--- config.mk ---
export PLATFORM = sky130hd
export DESIGN_NAME = synchronous_serial_port
export DESIGN_NICKNAME = d
export VERILOG_FILES = /design/src/logic/ssp_pkg.sv /design/src/logic/synchronous_serial_port.sv /design/src/logic/ssp_fifo.sv /design/src/logic/ssp_skid_buffer.sv
export VERILOG_INCLUDE_DIRS = /design/src /design/src/logic
export SDC_FILE = /design/constraint.sdc
export NUM_CORES = 1
export LEC_CHECK = 0
export CAP_MARGIN = 30
export CORE_MARGIN = 3
export CORE_UTILIZATION = 35
export DETAILED_ROUTE_END_ITERATION = 6
export DONT_BUFFER_PORTS = 1
export SKIP_CTS_REPAIR_TIMING = 1
export SLEW_MARGIN = 25
export SYNTH_ARGS = -nofsm -noshare
export SYNTH_HDL_FRONTEND = slang
export SYNTH_SLANG_ARGS = --single-unit
--- constraint.sdc ---
create_clock -name mclk -period 9.82 [get_ports mclk]
set_clock_uncertainty 0.05 [all_clocks]
set_input_delay 1.964 -clock mclk [delete_from_list [all_inputs] [get_ports mclk]]
set_output_delay 1.964 -clock mclk [all_outputs]
set_load 0.005 [all_outputs]
--- src/logic/ssp_map.svh ---
// Constant map of the synchronous serial port: levels, encodings and counts
`ifndef SSP_MAP_SVH
`define SSP_MAP_SVH
// Word width and buffer depth
`define WORD_W 16
`define FIFO_DEPTH 4'h8
// Control message length of the half-duplex format
`define CTRL_BITS 6'h08
// Service levels of the buffer interrupts
`define TX_SERVICE_LEVEL 4'h4
`define RX_SERVICE_LEVEL 4'h4
// Idle cycles before a receive timeout is flagged
`define RX_TIMEOUT_CYCLES 16'h0200
// Frame format encodings
`define FMT_SPI 2'h0
`define FMT_PULSED 2'h1
`define FMT_CTRLWORD 2'h2
// Interrupt bit positions
`define INT_TX 0
`define INT_RX 1
`define INT_RT 2
`define INT_OR 3
`endif

--- src/logic/ssp_pkg.sv ---
// Types shared by the synchronous serial port modules
package ssp_pkg;
   // Master frame sequencer
   typedef enum logic [2:0] {ST_IDLE, ST_LEAD, ST_SHIFT, ST_END, ST_GAP} mstate_t;
   // Word buffer state
   typedef struct packed {
      logic [7:0][15:0] mem;
      logic [2:0] wrPtr;
      logic [2:0] rdPtr;
      logic [3:0] cnt;
      logic notFull;
      logic notEmpty;
   } fifo_state_t;
   // Two-entry buffer state
   typedef struct packed {
      logic [15:0] d0;
      logic [15:0] d1;
      logic v0;
      logic v1;
   } skid_state_t;
   // Port state
   typedef struct packed {
      mstate_t st;
      logic [6:0] pscCnt;
      logic [7:0] rateCnt;
      logic [5:0] edgeCnt;
      logic [4:0] rxCnt;
      logic [15:0] txSh;
      logic [15:0] rxSh;
      logic [2:0] sClk;
      logic [2:0] sFss;
      logic [2:0] sRx;
      logic fClk;
      logic fFss;
      logic fRx;
      logic slvAct;
      logic [15:0] toCnt;
      logic [15:0] gapCnt;
      logic [3:0] raw;
      logic [3:0] masked;
      logic irq;
      logic busy;
      logic clkO;
      logic clkOe;
      logic fssO;
      logic fssOe;
      logic txO;
      logic txOe;
   } port_state_t;
endpackage

--- src/logic/synchronous_serial_port.sv ---
// Synchronous serial port: master or slave, three frame formats
`timescale 1ns/1ps
`default_nettype none
`include "ssp_map.svh"
// Behaviour
// - Separate eight-word transmit and receive buffers
// - Even prescale divide from 2 to 254
// - Second divide by one plus rate divider
// - Empty slave transmit replays eighth older word
// - Fewer than eight writes sends zero
// - Received word shifted, then stored until read
// - Four interrupt sources ORed to one request
// - Mask bit one lets source through
// - Raw and masked status both readable
// - Word length 4 to 16, MSB first
// - Bit clock idle unless data moves
// - Timeout when data waits, clock idle
// - Active low select held whole frame in SPI and control-word formats
// - Pulsed format: one-period pulse, rise drive
// - Control word of eight bits, no capture
// - Pulsed idle: clock, select low, output off
// - Pulsed start: pulse, load, MSB next rise
// - Pulsed word stored on next rising edge
// - Polarity sets idle clock level in SPI format only
// - Phase picks first or second edge capture in SPI format only
// - SPI idle: select high, output low
// - Polarity and phase zero: rise samples
// - Phase zero: select rises between words
// - Phase one: select stays low between words
module synchronous_serial_port
   import ssp_pkg::*;
(
   // Clock and reset
   input wire logic mclk,
   input wire logic srst,
   // Configuration
   input wire logic portEnable,
   input wire logic masterMode,
   input wire logic [1:0] frameFormat,
   input wire logic [3:0] wordSize,
   input wire logic idleClockPolarity,
   input wire logic capturePhase,
   input wire logic loopbackMode,
   input wire logic [7:0] prescaleDivisor,
   input wire logic [7:0] rateDivider,
   input wire logic [3:0] intMask,
   input wire logic [1:0] intClear,
   // Transmit words
   input wire logic txWrValid,
   input wire logic [15:0] txWrData,
   output logic txWrReady,
   // Receive words
   output logic rxRdValid,
   input wire logic rxRdReady,
   output logic [15:0] rxRdData,
   // Status
   output logic [3:0] rawIntStatus,
   output logic [3:0] maskedIntStatus,
   output logic intReq,
   output logic frameActive,
   // Serial pins
   input wire logic serialBitClockIn,
   output logic serialBitClockOut,
   output logic serialBitClockOe,
   input wire logic frameSelectIn,
   output logic frameSelectOut,
   output logic frameSelectOe,
   input wire logic serialIn,
   output logic serialOut,
   output logic serialOutOe
);
   port_state_t s;
   port_state_t n;
   logic tick, doLoad, rxPush, rxWrReady, txRdValid, rxFifoValid, bufReady;
   logic isTi, isCw, preload, polEff, rxBit, clkEdge, lead, drvEdge, smpEdge;
   logic activity, rxHas;
   logic [15:0] txRdData, rxFifoData, rxPushData, ldWord, expHalf;
   logic [6:0] pscHalf;
   logic [4:0] nBits;
   logic [5:0] totalPer, sampleFrom, lastEdge, curPer;
   logic [3:0] txCount, rxCount;

   ////////////////////////////////////////////////////////////////////////////
   // Word buffers; the two-entry stage keeps a stalled reader from losing words
   ssp_fifo txFifo (
      .mclk(mclk), .srst(srst),
      .wrValid(txWrValid), .wrData(txWrData), .wrReady(txWrReady),
      .rdValid(txRdValid), .rdReady(doLoad), .rdData(txRdData), .count(txCount)
   );
   ssp_fifo rxFifo (
      .mclk(mclk), .srst(srst),
      .wrValid(rxPush), .wrData(rxPushData), .wrReady(rxWrReady),
      .rdValid(rxFifoValid), .rdReady(bufReady), .rdData(rxFifoData), .count(rxCount)
   );
   ssp_skid_buffer rxBuf (
      .mclk(mclk), .srst(srst),
      .inValid(rxFifoValid), .inReady(bufReady), .inData(rxFifoData),
      .outValid(rxRdValid), .outReady(rxRdReady), .outData(rxRdData)
   );

   ////////////////////////////////////////////////////////////////////////////
   // Next state of the whole port
   always_comb begin
      n = s;
      tick = 1'b0;
      doLoad = 1'b0;
      rxPush = 1'b0;
      rxPushData = s.rxSh;
      // Format decode; first-bit preload for phase zero and control word
      isTi = frameFormat == `FMT_PULSED;
      isCw = frameFormat == `FMT_CTRLWORD;
      preload = isCw || (frameFormat == `FMT_SPI && !capturePhase);
      polEff = (frameFormat == `FMT_SPI) && idleClockPolarity;
      nBits = {1'b0, wordSize} + 5'h01;
      sampleFrom = isTi ? 6'h01 : (isCw ? `CTRL_BITS + 6'h01 : 6'h00);
      totalPer = {1'b0, nBits} + sampleFrom;
      lastEdge = {totalPer[4:0], 1'b0} - 6'h01;
      curPer = {1'b0, s.edgeCnt[5:1]};
      // MSB aligned to bit 15; control word sends low byte only
      ldWord = isCw ? {txRdData[7:0], 8'h00} : txRdData << (4'hF - wordSize);
      pscHalf = (prescaleDivisor[7:1] == 7'h00) ? 7'h01 : prescaleDivisor[7:1];
      expHalf = {9'h000, pscHalf} * ({8'h00, rateDivider} + 16'h0001);

      // Pin synchronisers; a change counts when stages two and three agree
      n.sClk = {s.sClk[1:0], serialBitClockIn};
      n.sFss = {s.sFss[1:0], frameSelectIn};
      n.sRx = {s.sRx[1:0], serialIn};
      if (s.sClk[1] == s.sClk[2]) n.fClk = s.sClk[2];
      if (s.sFss[1] == s.sFss[2]) n.fFss = s.sFss[2];
      if (s.sRx[1] == s.sRx[2]) n.fRx = s.sRx[2];
      rxBit = loopbackMode ? s.txO : n.fRx;
      clkEdge = n.fClk != s.fClk;
      lead = clkEdge && (n.fClk != polEff);
      drvEdge = clkEdge && (lead != preload);
      smpEdge = clkEdge && (lead == preload);

      // Half-period tick: half of the even prescale, times one plus rate
      if (!masterMode || s.st == ST_IDLE) begin
         n.pscCnt = 7'h00;
         n.rateCnt = 8'h00;
      end else if (s.pscCnt == pscHalf - 7'h01) begin
         n.pscCnt = 7'h00;
         if (s.rateCnt == rateDivider) begin
            n.rateCnt = 8'h00;
            tick = 1'b1;
         end else begin
            n.rateCnt = s.rateCnt + 8'h01;
         end
      end else begin
         n.pscCnt = s.pscCnt + 7'h01;
      end

      // Master sequencer; the pad enables follow the role
      n.clkOe = masterMode;
      n.fssOe = masterMode;
      case (s.st)
         ST_IDLE: begin
            n.clkO = polEff;
            n.fssO = !isTi;
            n.txO = 1'b0;
            n.txOe = !isTi;
            if (masterMode && portEnable && txRdValid) begin
               doLoad = 1'b1;
               n.txSh = ldWord;
               n.rxSh = 16'h0000;
               n.edgeCnt = 6'h00;
               n.txOe = 1'b1;
               n.fssO = 1'b0;
               n.st = isTi ? ST_SHIFT : ST_LEAD;
            end
         end
         ST_LEAD: begin
            if (tick) begin
               if (preload) begin
                  n.txO = s.txSh[15];
                  n.txSh = s.txSh << 1;
               end
               n.st = ST_SHIFT;
            end
         end
         ST_SHIFT: begin
            if (tick) begin
               n.clkO = !s.clkO;
               n.edgeCnt = s.edgeCnt + 6'h01;
               if (isTi) n.fssO = s.edgeCnt < 6'h02;
               if (s.edgeCnt[0] == preload) begin
                  // Drive edge; the pulse period and the preloaded last bit send nothing
                  if (!(isTi && curPer == 6'h00) && !(preload && curPer == totalPer - 6'h01)) begin
                     n.txO = s.txSh[15];
                     n.txSh = s.txSh << 1;
                  end
               end else if (curPer >= sampleFrom) begin
                  n.rxSh = {s.rxSh[14:0], rxBit};
               end
               if (s.edgeCnt == lastEdge) n.st = ST_END;
            end
         end
         ST_END: begin
            if (tick) begin
               rxPush = 1'b1;
               if (portEnable && txRdValid && (isTi || (frameFormat == `FMT_SPI && capturePhase))) begin
                  // Back to back: pulse again, or keep select low in phase one
                  doLoad = 1'b1;
                  n.txSh = ldWord;
                  n.rxSh = 16'h0000;
                  n.st = ST_SHIFT;
                  n.edgeCnt = isTi ? 6'h01 : 6'h00;
                  n.clkO = isTi || s.clkO;
                  n.fssO = isTi;
               end else begin
                  n.fssO = !isTi;
                  n.txOe = !isTi;
                  n.txO = 1'b0;
                  n.st = ST_GAP;
               end
            end
         end
         ST_GAP: begin
            if (tick) n.st = ST_IDLE;
         end
         default: n.st = ST_IDLE;
      endcase

      // Slave engine works on the filtered pins only
      if (!masterMode && portEnable) begin
         if (!isTi && s.fFss && !n.fFss) begin
            doLoad = 1'b1;
            n.slvAct = 1'b1;
            n.rxCnt = 5'h00;
            n.rxSh = 16'h0000;
            n.txO = preload && ldWord[15];
            n.txSh = preload ? ldWord << 1 : ldWord;
         end else if (isTi && lead && n.fFss) begin
            doLoad = 1'b1;
            n.slvAct = 1'b1;
            n.rxCnt = 5'h00;
            n.rxSh = 16'h0000;
            n.txSh = ldWord;
         end else if (s.slvAct && drvEdge) begin
            n.txO = s.txSh[15];
            n.txSh = s.txSh << 1;
         end
         if (s.slvAct && smpEdge && !(isTi && n.fFss)) begin
            n.rxSh = {s.rxSh[14:0], rxBit};
            n.rxCnt = s.rxCnt + 5'h01;
            if (s.rxCnt == nBits - 5'h01) begin
               rxPush = 1'b1;
               rxPushData = n.rxSh;
               n.rxCnt = 5'h00;
               if (isTi) begin
                  n.slvAct = 1'b0;
               end else if (frameFormat == `FMT_SPI && capturePhase) begin
                  doLoad = 1'b1;
                  n.txSh = ldWord;
                  n.rxSh = 16'h0000;
               end
            end
         end
         if (!isTi && n.fFss) n.slvAct = 1'b0;
      end else begin
         n.slvAct = 1'b0;
      end
      if (!masterMode) n.txOe = n.slvAct;
      if (!portEnable) n.st = ST_IDLE;

      // Receive timeout counts system cycles while data waits and the clock rests
      activity = (masterMode && s.st != ST_IDLE) || clkEdge;
      rxHas = rxCount != 4'h0 || rxRdValid;
      if (!rxHas || activity) begin
         n.toCnt = 16'h0000;
      end else if (s.toCnt != `RX_TIMEOUT_CYCLES) begin
         n.toCnt = s.toCnt + 16'h0001;
      end

      // Interrupts: set beats clear on the sticky bits
      n.raw[`INT_TX] = txCount <= `TX_SERVICE_LEVEL;
      n.raw[`INT_RX] = rxCount >= `RX_SERVICE_LEVEL;
      n.raw[`INT_RT] = (n.toCnt == `RX_TIMEOUT_CYCLES && s.toCnt != `RX_TIMEOUT_CYCLES) ||
                       (s.raw[`INT_RT] && !intClear[0]);
      n.raw[`INT_OR] = (rxPush && !rxWrReady) || (s.raw[`INT_OR] && !intClear[1]);
      n.masked = n.raw & intMask;
      n.irq = |n.masked;
      n.busy = n.st != ST_IDLE || n.slvAct;
      // Tick spacing monitor, cleared while the master sequencer is idle, so back-to-back frames share one count
      if (!masterMode || s.st == ST_IDLE) begin
         n.gapCnt = 16'h0000;
      end else if (tick) begin
         n.gapCnt = 16'h0001;
      end else if (s.gapCnt != 16'h0000) begin
         n.gapCnt = s.gapCnt + 16'h0001;
      end
   end

   // State register; select idles high so no false frame start
   always_ff @(posedge mclk) begin
      if (srst) begin
         s <= '0;
         s.sFss <= 3'h7;
         s.fFss <= 1'b1;
         s.fssO <= 1'b1;
         s.txOe <= 1'b1;
         s.raw[`INT_TX] <= 1'b1;
      end else begin
         s <= n;
      end
   end

   ////////////////////////////////////////////////////////////////////////////
   // Outputs straight from the state register
   assign rawIntStatus = s.raw;
   assign maskedIntStatus = s.masked;
   assign intReq = s.irq;
   assign frameActive = s.busy;
   assign serialBitClockOut = s.clkO;
   assign serialBitClockOe = s.clkOe;
   assign frameSelectOut = s.fssO;
   assign frameSelectOe = s.fssOe;
   assign serialOut = s.txO;
   assign serialOutOe = s.txOe;
endmodule
`default_nettype wire

--- src/logic/ssp_fifo.sv ---
// Eight by sixteen word buffer that keeps old words for underrun replay
`timescale 1ns/1ps
`default_nettype none
`include "ssp_map.svh"
module ssp_fifo
   import ssp_pkg::*;
(
   // Clock and reset
   input wire logic mclk,
   input wire logic srst,
   // Write side
   input wire logic wrValid,
   input wire logic [15:0] wrData,
   output logic wrReady,
   // Read side
   output logic rdValid,
   input wire logic rdReady,
   output logic [15:0] rdData,
   output logic [3:0] count
);
   fifo_state_t s;
   fifo_state_t n;
   logic push;
   logic pop;

   ////////////////////////////////////////////////////////////////////////////
   // Next state; a pop on empty leaves the pointer so the same old word replays
   always_comb begin
      n = s;
      push = wrValid && s.notFull;
      pop = rdReady && s.notEmpty;
      if (push) begin
         n.mem[s.wrPtr] = wrData;
         n.wrPtr = s.wrPtr + 3'h1;
      end
      if (pop) begin
         n.rdPtr = s.rdPtr + 3'h1;
      end
      n.cnt = s.cnt + {3'h0, push} - {3'h0, pop};
      n.notFull = n.cnt != `FIFO_DEPTH;
      n.notEmpty = n.cnt != 4'h0;
   end

   // Memory clears at reset, so an early underrun sends zero
   always_ff @(posedge mclk) begin
      if (srst) begin
         s <= '0;
         s.notFull <= 1'b1;
      end else begin
         s <= n;
      end
   end

   assign wrReady = s.notFull;
   assign rdValid = s.notEmpty;
   assign rdData = s.mem[s.rdPtr];
   assign count = s.cnt;
endmodule
`default_nettype wire

--- src/logic/ssp_skid_buffer.sv ---
// Two-entry registered buffer between receive store and reader
`timescale 1ns/1ps
`default_nettype none
module ssp_skid_buffer
   import ssp_pkg::*;
(
   // Clock and reset
   input wire logic mclk,
   input wire logic srst,
   // Filling side
   input wire logic inValid,
   output logic inReady,
   input wire logic [15:0] inData,
   // Draining side
   output logic outValid,
   input wire logic outReady,
   output logic [15:0] outData
);
   skid_state_t s;
   skid_state_t n;

   ////////////////////////////////////////////////////////////////////////////
   // Second entry absorbs a word while the reader stalls
   always_comb begin
      n = s;
      if (outReady && s.v0) begin
         n.v0 = s.v1;
         n.d0 = s.d1;
         n.v1 = 1'b0;
      end
      if (inValid && !s.v1) begin
         if (!n.v0) begin
            n.v0 = 1'b1;
            n.d0 = inData;
         end else begin
            n.v1 = 1'b1;
            n.d1 = inData;
         end
      end
   end

   always_ff @(posedge mclk) begin
      if (srst) begin
         s <= '0;
      end else begin
         s <= n;
      end
   end

   // Ready comes from a flop; only the second entry stalls the source
   assign inReady = !s.v1;
   assign outValid = s.v0;
   assign outData = s.d0;
endmodule
`default_nettype wire

==> results.py <==
metrics = {
    "run_status": {
        "status": "completed",
    },
    "clock_network": {
        "clockBufferDepth": 3,
        "cts_root_buf": "clkbuf_16",
        "cts_tree": "built",
        "clkSlewWorstSetupHoldPaths_ns": 0.06,
        "numCtsBuffers": 46,
        "h-tree-depth": 2,
        "clock-sinks": 419,
        "clk_latency_ns": 0.58,
    },
    "grt": {
        "overflow": 0,
        "grt_pass1_vias": 17000,
        "track_usage_pct": 17.8,
        "antenna_found_initial": 0,
        "grt_pass1_wl_um": 93000,
        "grt_max_degree": 344,
    },
    "timing": {
        "max_slew_margin_pct": 31.3,
        "fin_crit_sh_pct": 61.1,
        "hold_viol": 0,
        "drv_slew": 0,
        "setup_tns_ns": 0,
        "worst_pin_slew_ns": 1.03,
        "rsz0062_at_grt": "false",
        "timing.fmax_mhz": 167,
        "post-route-min-period_ns": 6.00,
        "setup_viol": 0,
    },
    "synthesis": {
        "synth_edf_count": 0,
        "synth-seq-cells": 419,
        "yosysWarnings": 0,
        "yosysSeqAreaShare_pct": 39.2,
        "syn_area_um2": 21400,
        "synthCells": 2525,
        "async_reset_ff_share_pct": 0,
        "synth_area_per_cell_um2": 8.47,
        "ys_types": 103,
        "ys_dominant_reg_cell": "dfxtp_1",
        "synth_nets": 2616,
    },
    "route": {
        "dr.first_iter.drc_count": 1691,
        "wirelength_um": 59100,
        "first_pass_iters": 5,
        "viasPerCell": 5.58,
        "wl_per_cell_um": 18.5,
        "remaining_drc_errors": 0,
        "antenna_left": 0,
        "num_vias": 17900,
    },
    "floorplanning": {
        "pin_count": 90,
        "fp.dieArea_um2": 64100,
        "fp.dieW_um": 253,
        "core_area_um2": 60500,
        "die_y_um": 253,
        "initial_utilization_pct": 35.4,
        "row_count": 90,
    },
    "critical_path": {
        "start_kind": "primary input",
        "path_class": "in -> reg",
        "crit_arrival_ns": 6.41,
        "cp-end-kind": "register",
        "path_max_fanout": 9,
        "required_ns": 10.22,
    },
    "power": {
        "p_leak_nw": 7.79,
        "vdd_drop_max_uv": 140,
        "powerDensity_nw_per_um2": 195,
    },
    "finish": {
        "final_common_cell": "nand2_1",
        "final_core_util_pct": 38.2,
        "drive_gt1_share_pct": 11.0,
        "layout_common_cells": "nand2_1, dfxtp_1, a21oi_1",
        "area_growth_pct": 8.07,
        "fill_cells": 5960,
        "diodes": 0,
        "nNetsFinal": 2476,
    },
    "placed_design": {
        "gp_congestion": 0.874,
        "numPortBuffers": 0,
        "hpwl_um": 38400,
    },
    "min_path": {
        "holdCritPathClass": "reg -> reg",
    },
    "flow_run": {
        "cap_violations": 0,
    },
}
[area by class of cell]
class                           instances  area (µm²)  share of cell area (%)
Sequential cell                       419        8390                    36.3
Inverter                               41         154                   0.665
Clock buffer                           66        1370                    5.92
Timing Repair Buffer                   20         181                   0.785
Tap cell                              782         978                    4.23
Multi-Input combinational cell       1857       11800                    51.2
Clock inverter                         17         215                   0.931
[cell families (layout without fill, tap and decap cells)]
group,Yosys count,count (layout),share of synthesized area [%]
muxes,174,174,11.2
AOI/OAI and AO/OA,560,560,17.0
and+or+nand+nor,1011,1011,21.4
buffers and inverters,249,144,5.75
DFF,419,419,39.2
adders and majority gates,37,37,2.21
xor gates and xnor gates,75,75,3.23
[power by group]
group          total (mW)  leakage, nW  internal, mW  switching, mW
clock                1.79        0.780          1.08          0.717
combinational       0.792         3.62         0.327          0.465
sequential           1.93         3.39          1.81          0.118
[worst paths after layout]
path	from	endpoint	slack, ns	depth (start not counted)
worst max-delay path	prescaleDivisor[5]	txFifo.wrReady	3.82	18
worst min-delay path	n[56]	n[57]	0.39	1
worst max register to register	s[119]	txFifo.wrReady	5.20	14
worst min register to register	n[56]	n[57]	0.39	1
[flip-flops by register name, summed over array words and instances, names as in the netlist]
register and cells:
rxFifo.s 134, frameSelectOe 1, s 79, rxBuf.s 17, rxFifo.wrReady 1, intReq 1
txFifo.rdValid 1, serialOutOe 1, rxBuf.outValid 1, rxFifo.rdValid 1, serialBitClockOut 1, curPer 5
frameActive 1, rxBuf.outData 16, txFifo.s 134, frameSelectOut 1, n 6, txFifo.count 4
txFifo.wrReady 1, rawIntStatus 4, rxFifo.count 4, serialOut 1, maskedIntStatus 4
[routing by layer]
metal / vias up / part of all wire, % / GRT usage [%]
li1: 8547 / - / -
met3: 104 / 7.2 / 3.49
met5: - / 0 / 0
met2: 634 / 47 / 29.5
met1: 8590 / 44 / 23.3
met4: 0 / 2.5 / 6.03
[synthesized netlist by cell type, types with 10 or more instances]
cell type / instances / area [µm²]
a211oi_1: 19 / 143
a21oi_1: 277 / 1390
a21oi_2: 21 / 184
a221oi_1: 26 / 228
a22o_1: 15 / 131
a22oi_1: 18 / 135
a311oi_1: 19 / 166
a31oi_1: 10 / 62.6
and3_1: 36 / 225
buf_1: 11 / 41.3
buf_2: 24 / 120
buf_4: 40 / 300
buf_6: 12 / 135
clkbuf_1: 116 / 435
dfxtp_1: 419 / 8390
ha_1: 33 / 413
inv_1: 35 / 131
mux2_2: 22 / 248
mux2i_1: 102 / 1020
mux4_2: 50 / 1130
nand2_1: 578 / 2170
nand2_2: 20 / 125
nand2b_1: 11 / 68.8
nand3_1: 35 / 175
nand4_1: 22 / 138
nor2_1: 164 / 616
nor2b_1: 28 / 175
nor3_1: 25 / 125
o211ai_1: 14 / 105
o21ai_0: 43 / 215
or2_2: 10 / 62.6
xnor2_1: 32 / 280
xor2_1: 40 / 350
[critical path, cell delays in order]
cell and delay [ns]:
nor3_1 0.29, a21oi_1 0.12, ha_1 0.24, nor3b_1 0.19, or3_1 0.32, o2111a_1 0.16
a22oi_2 0.34, nand4_1 0.20, a21oi_1 0.79, o21a_1 0.37, ha_1 0.27, inv_1 0.05
ha_1 0.17, inv_1 0.06, fa_1 0.37, xor2_1 0.20, and3b_1 0.21, nand2_1 0.08
[per-stage QoR]
stage | std cells | power, mW | worst slack, ns | cell area, µm² | hold WS (ns)
2_1_floorplan | 2525 | 2.59 | 4.14 | 21400 | 0.339
3_3_place_gp | 3113 | 2.73 | 3.41 | 21500 | 0.380
3_5_place_dp | 3114 | 2.75 | 3.31 | 21500 | 0.376
4_1_cts | 3197 | 4.55 | 3.91 | 23100 | 0.398
5_1_grt | 3202 | 4.72 | 3.61 | 23100 | 0.413
6_report | 3202 | 4.51 | 3.82 | 23100 | 0.393
No activity file was read; power rests on OpenSTA's default activity.
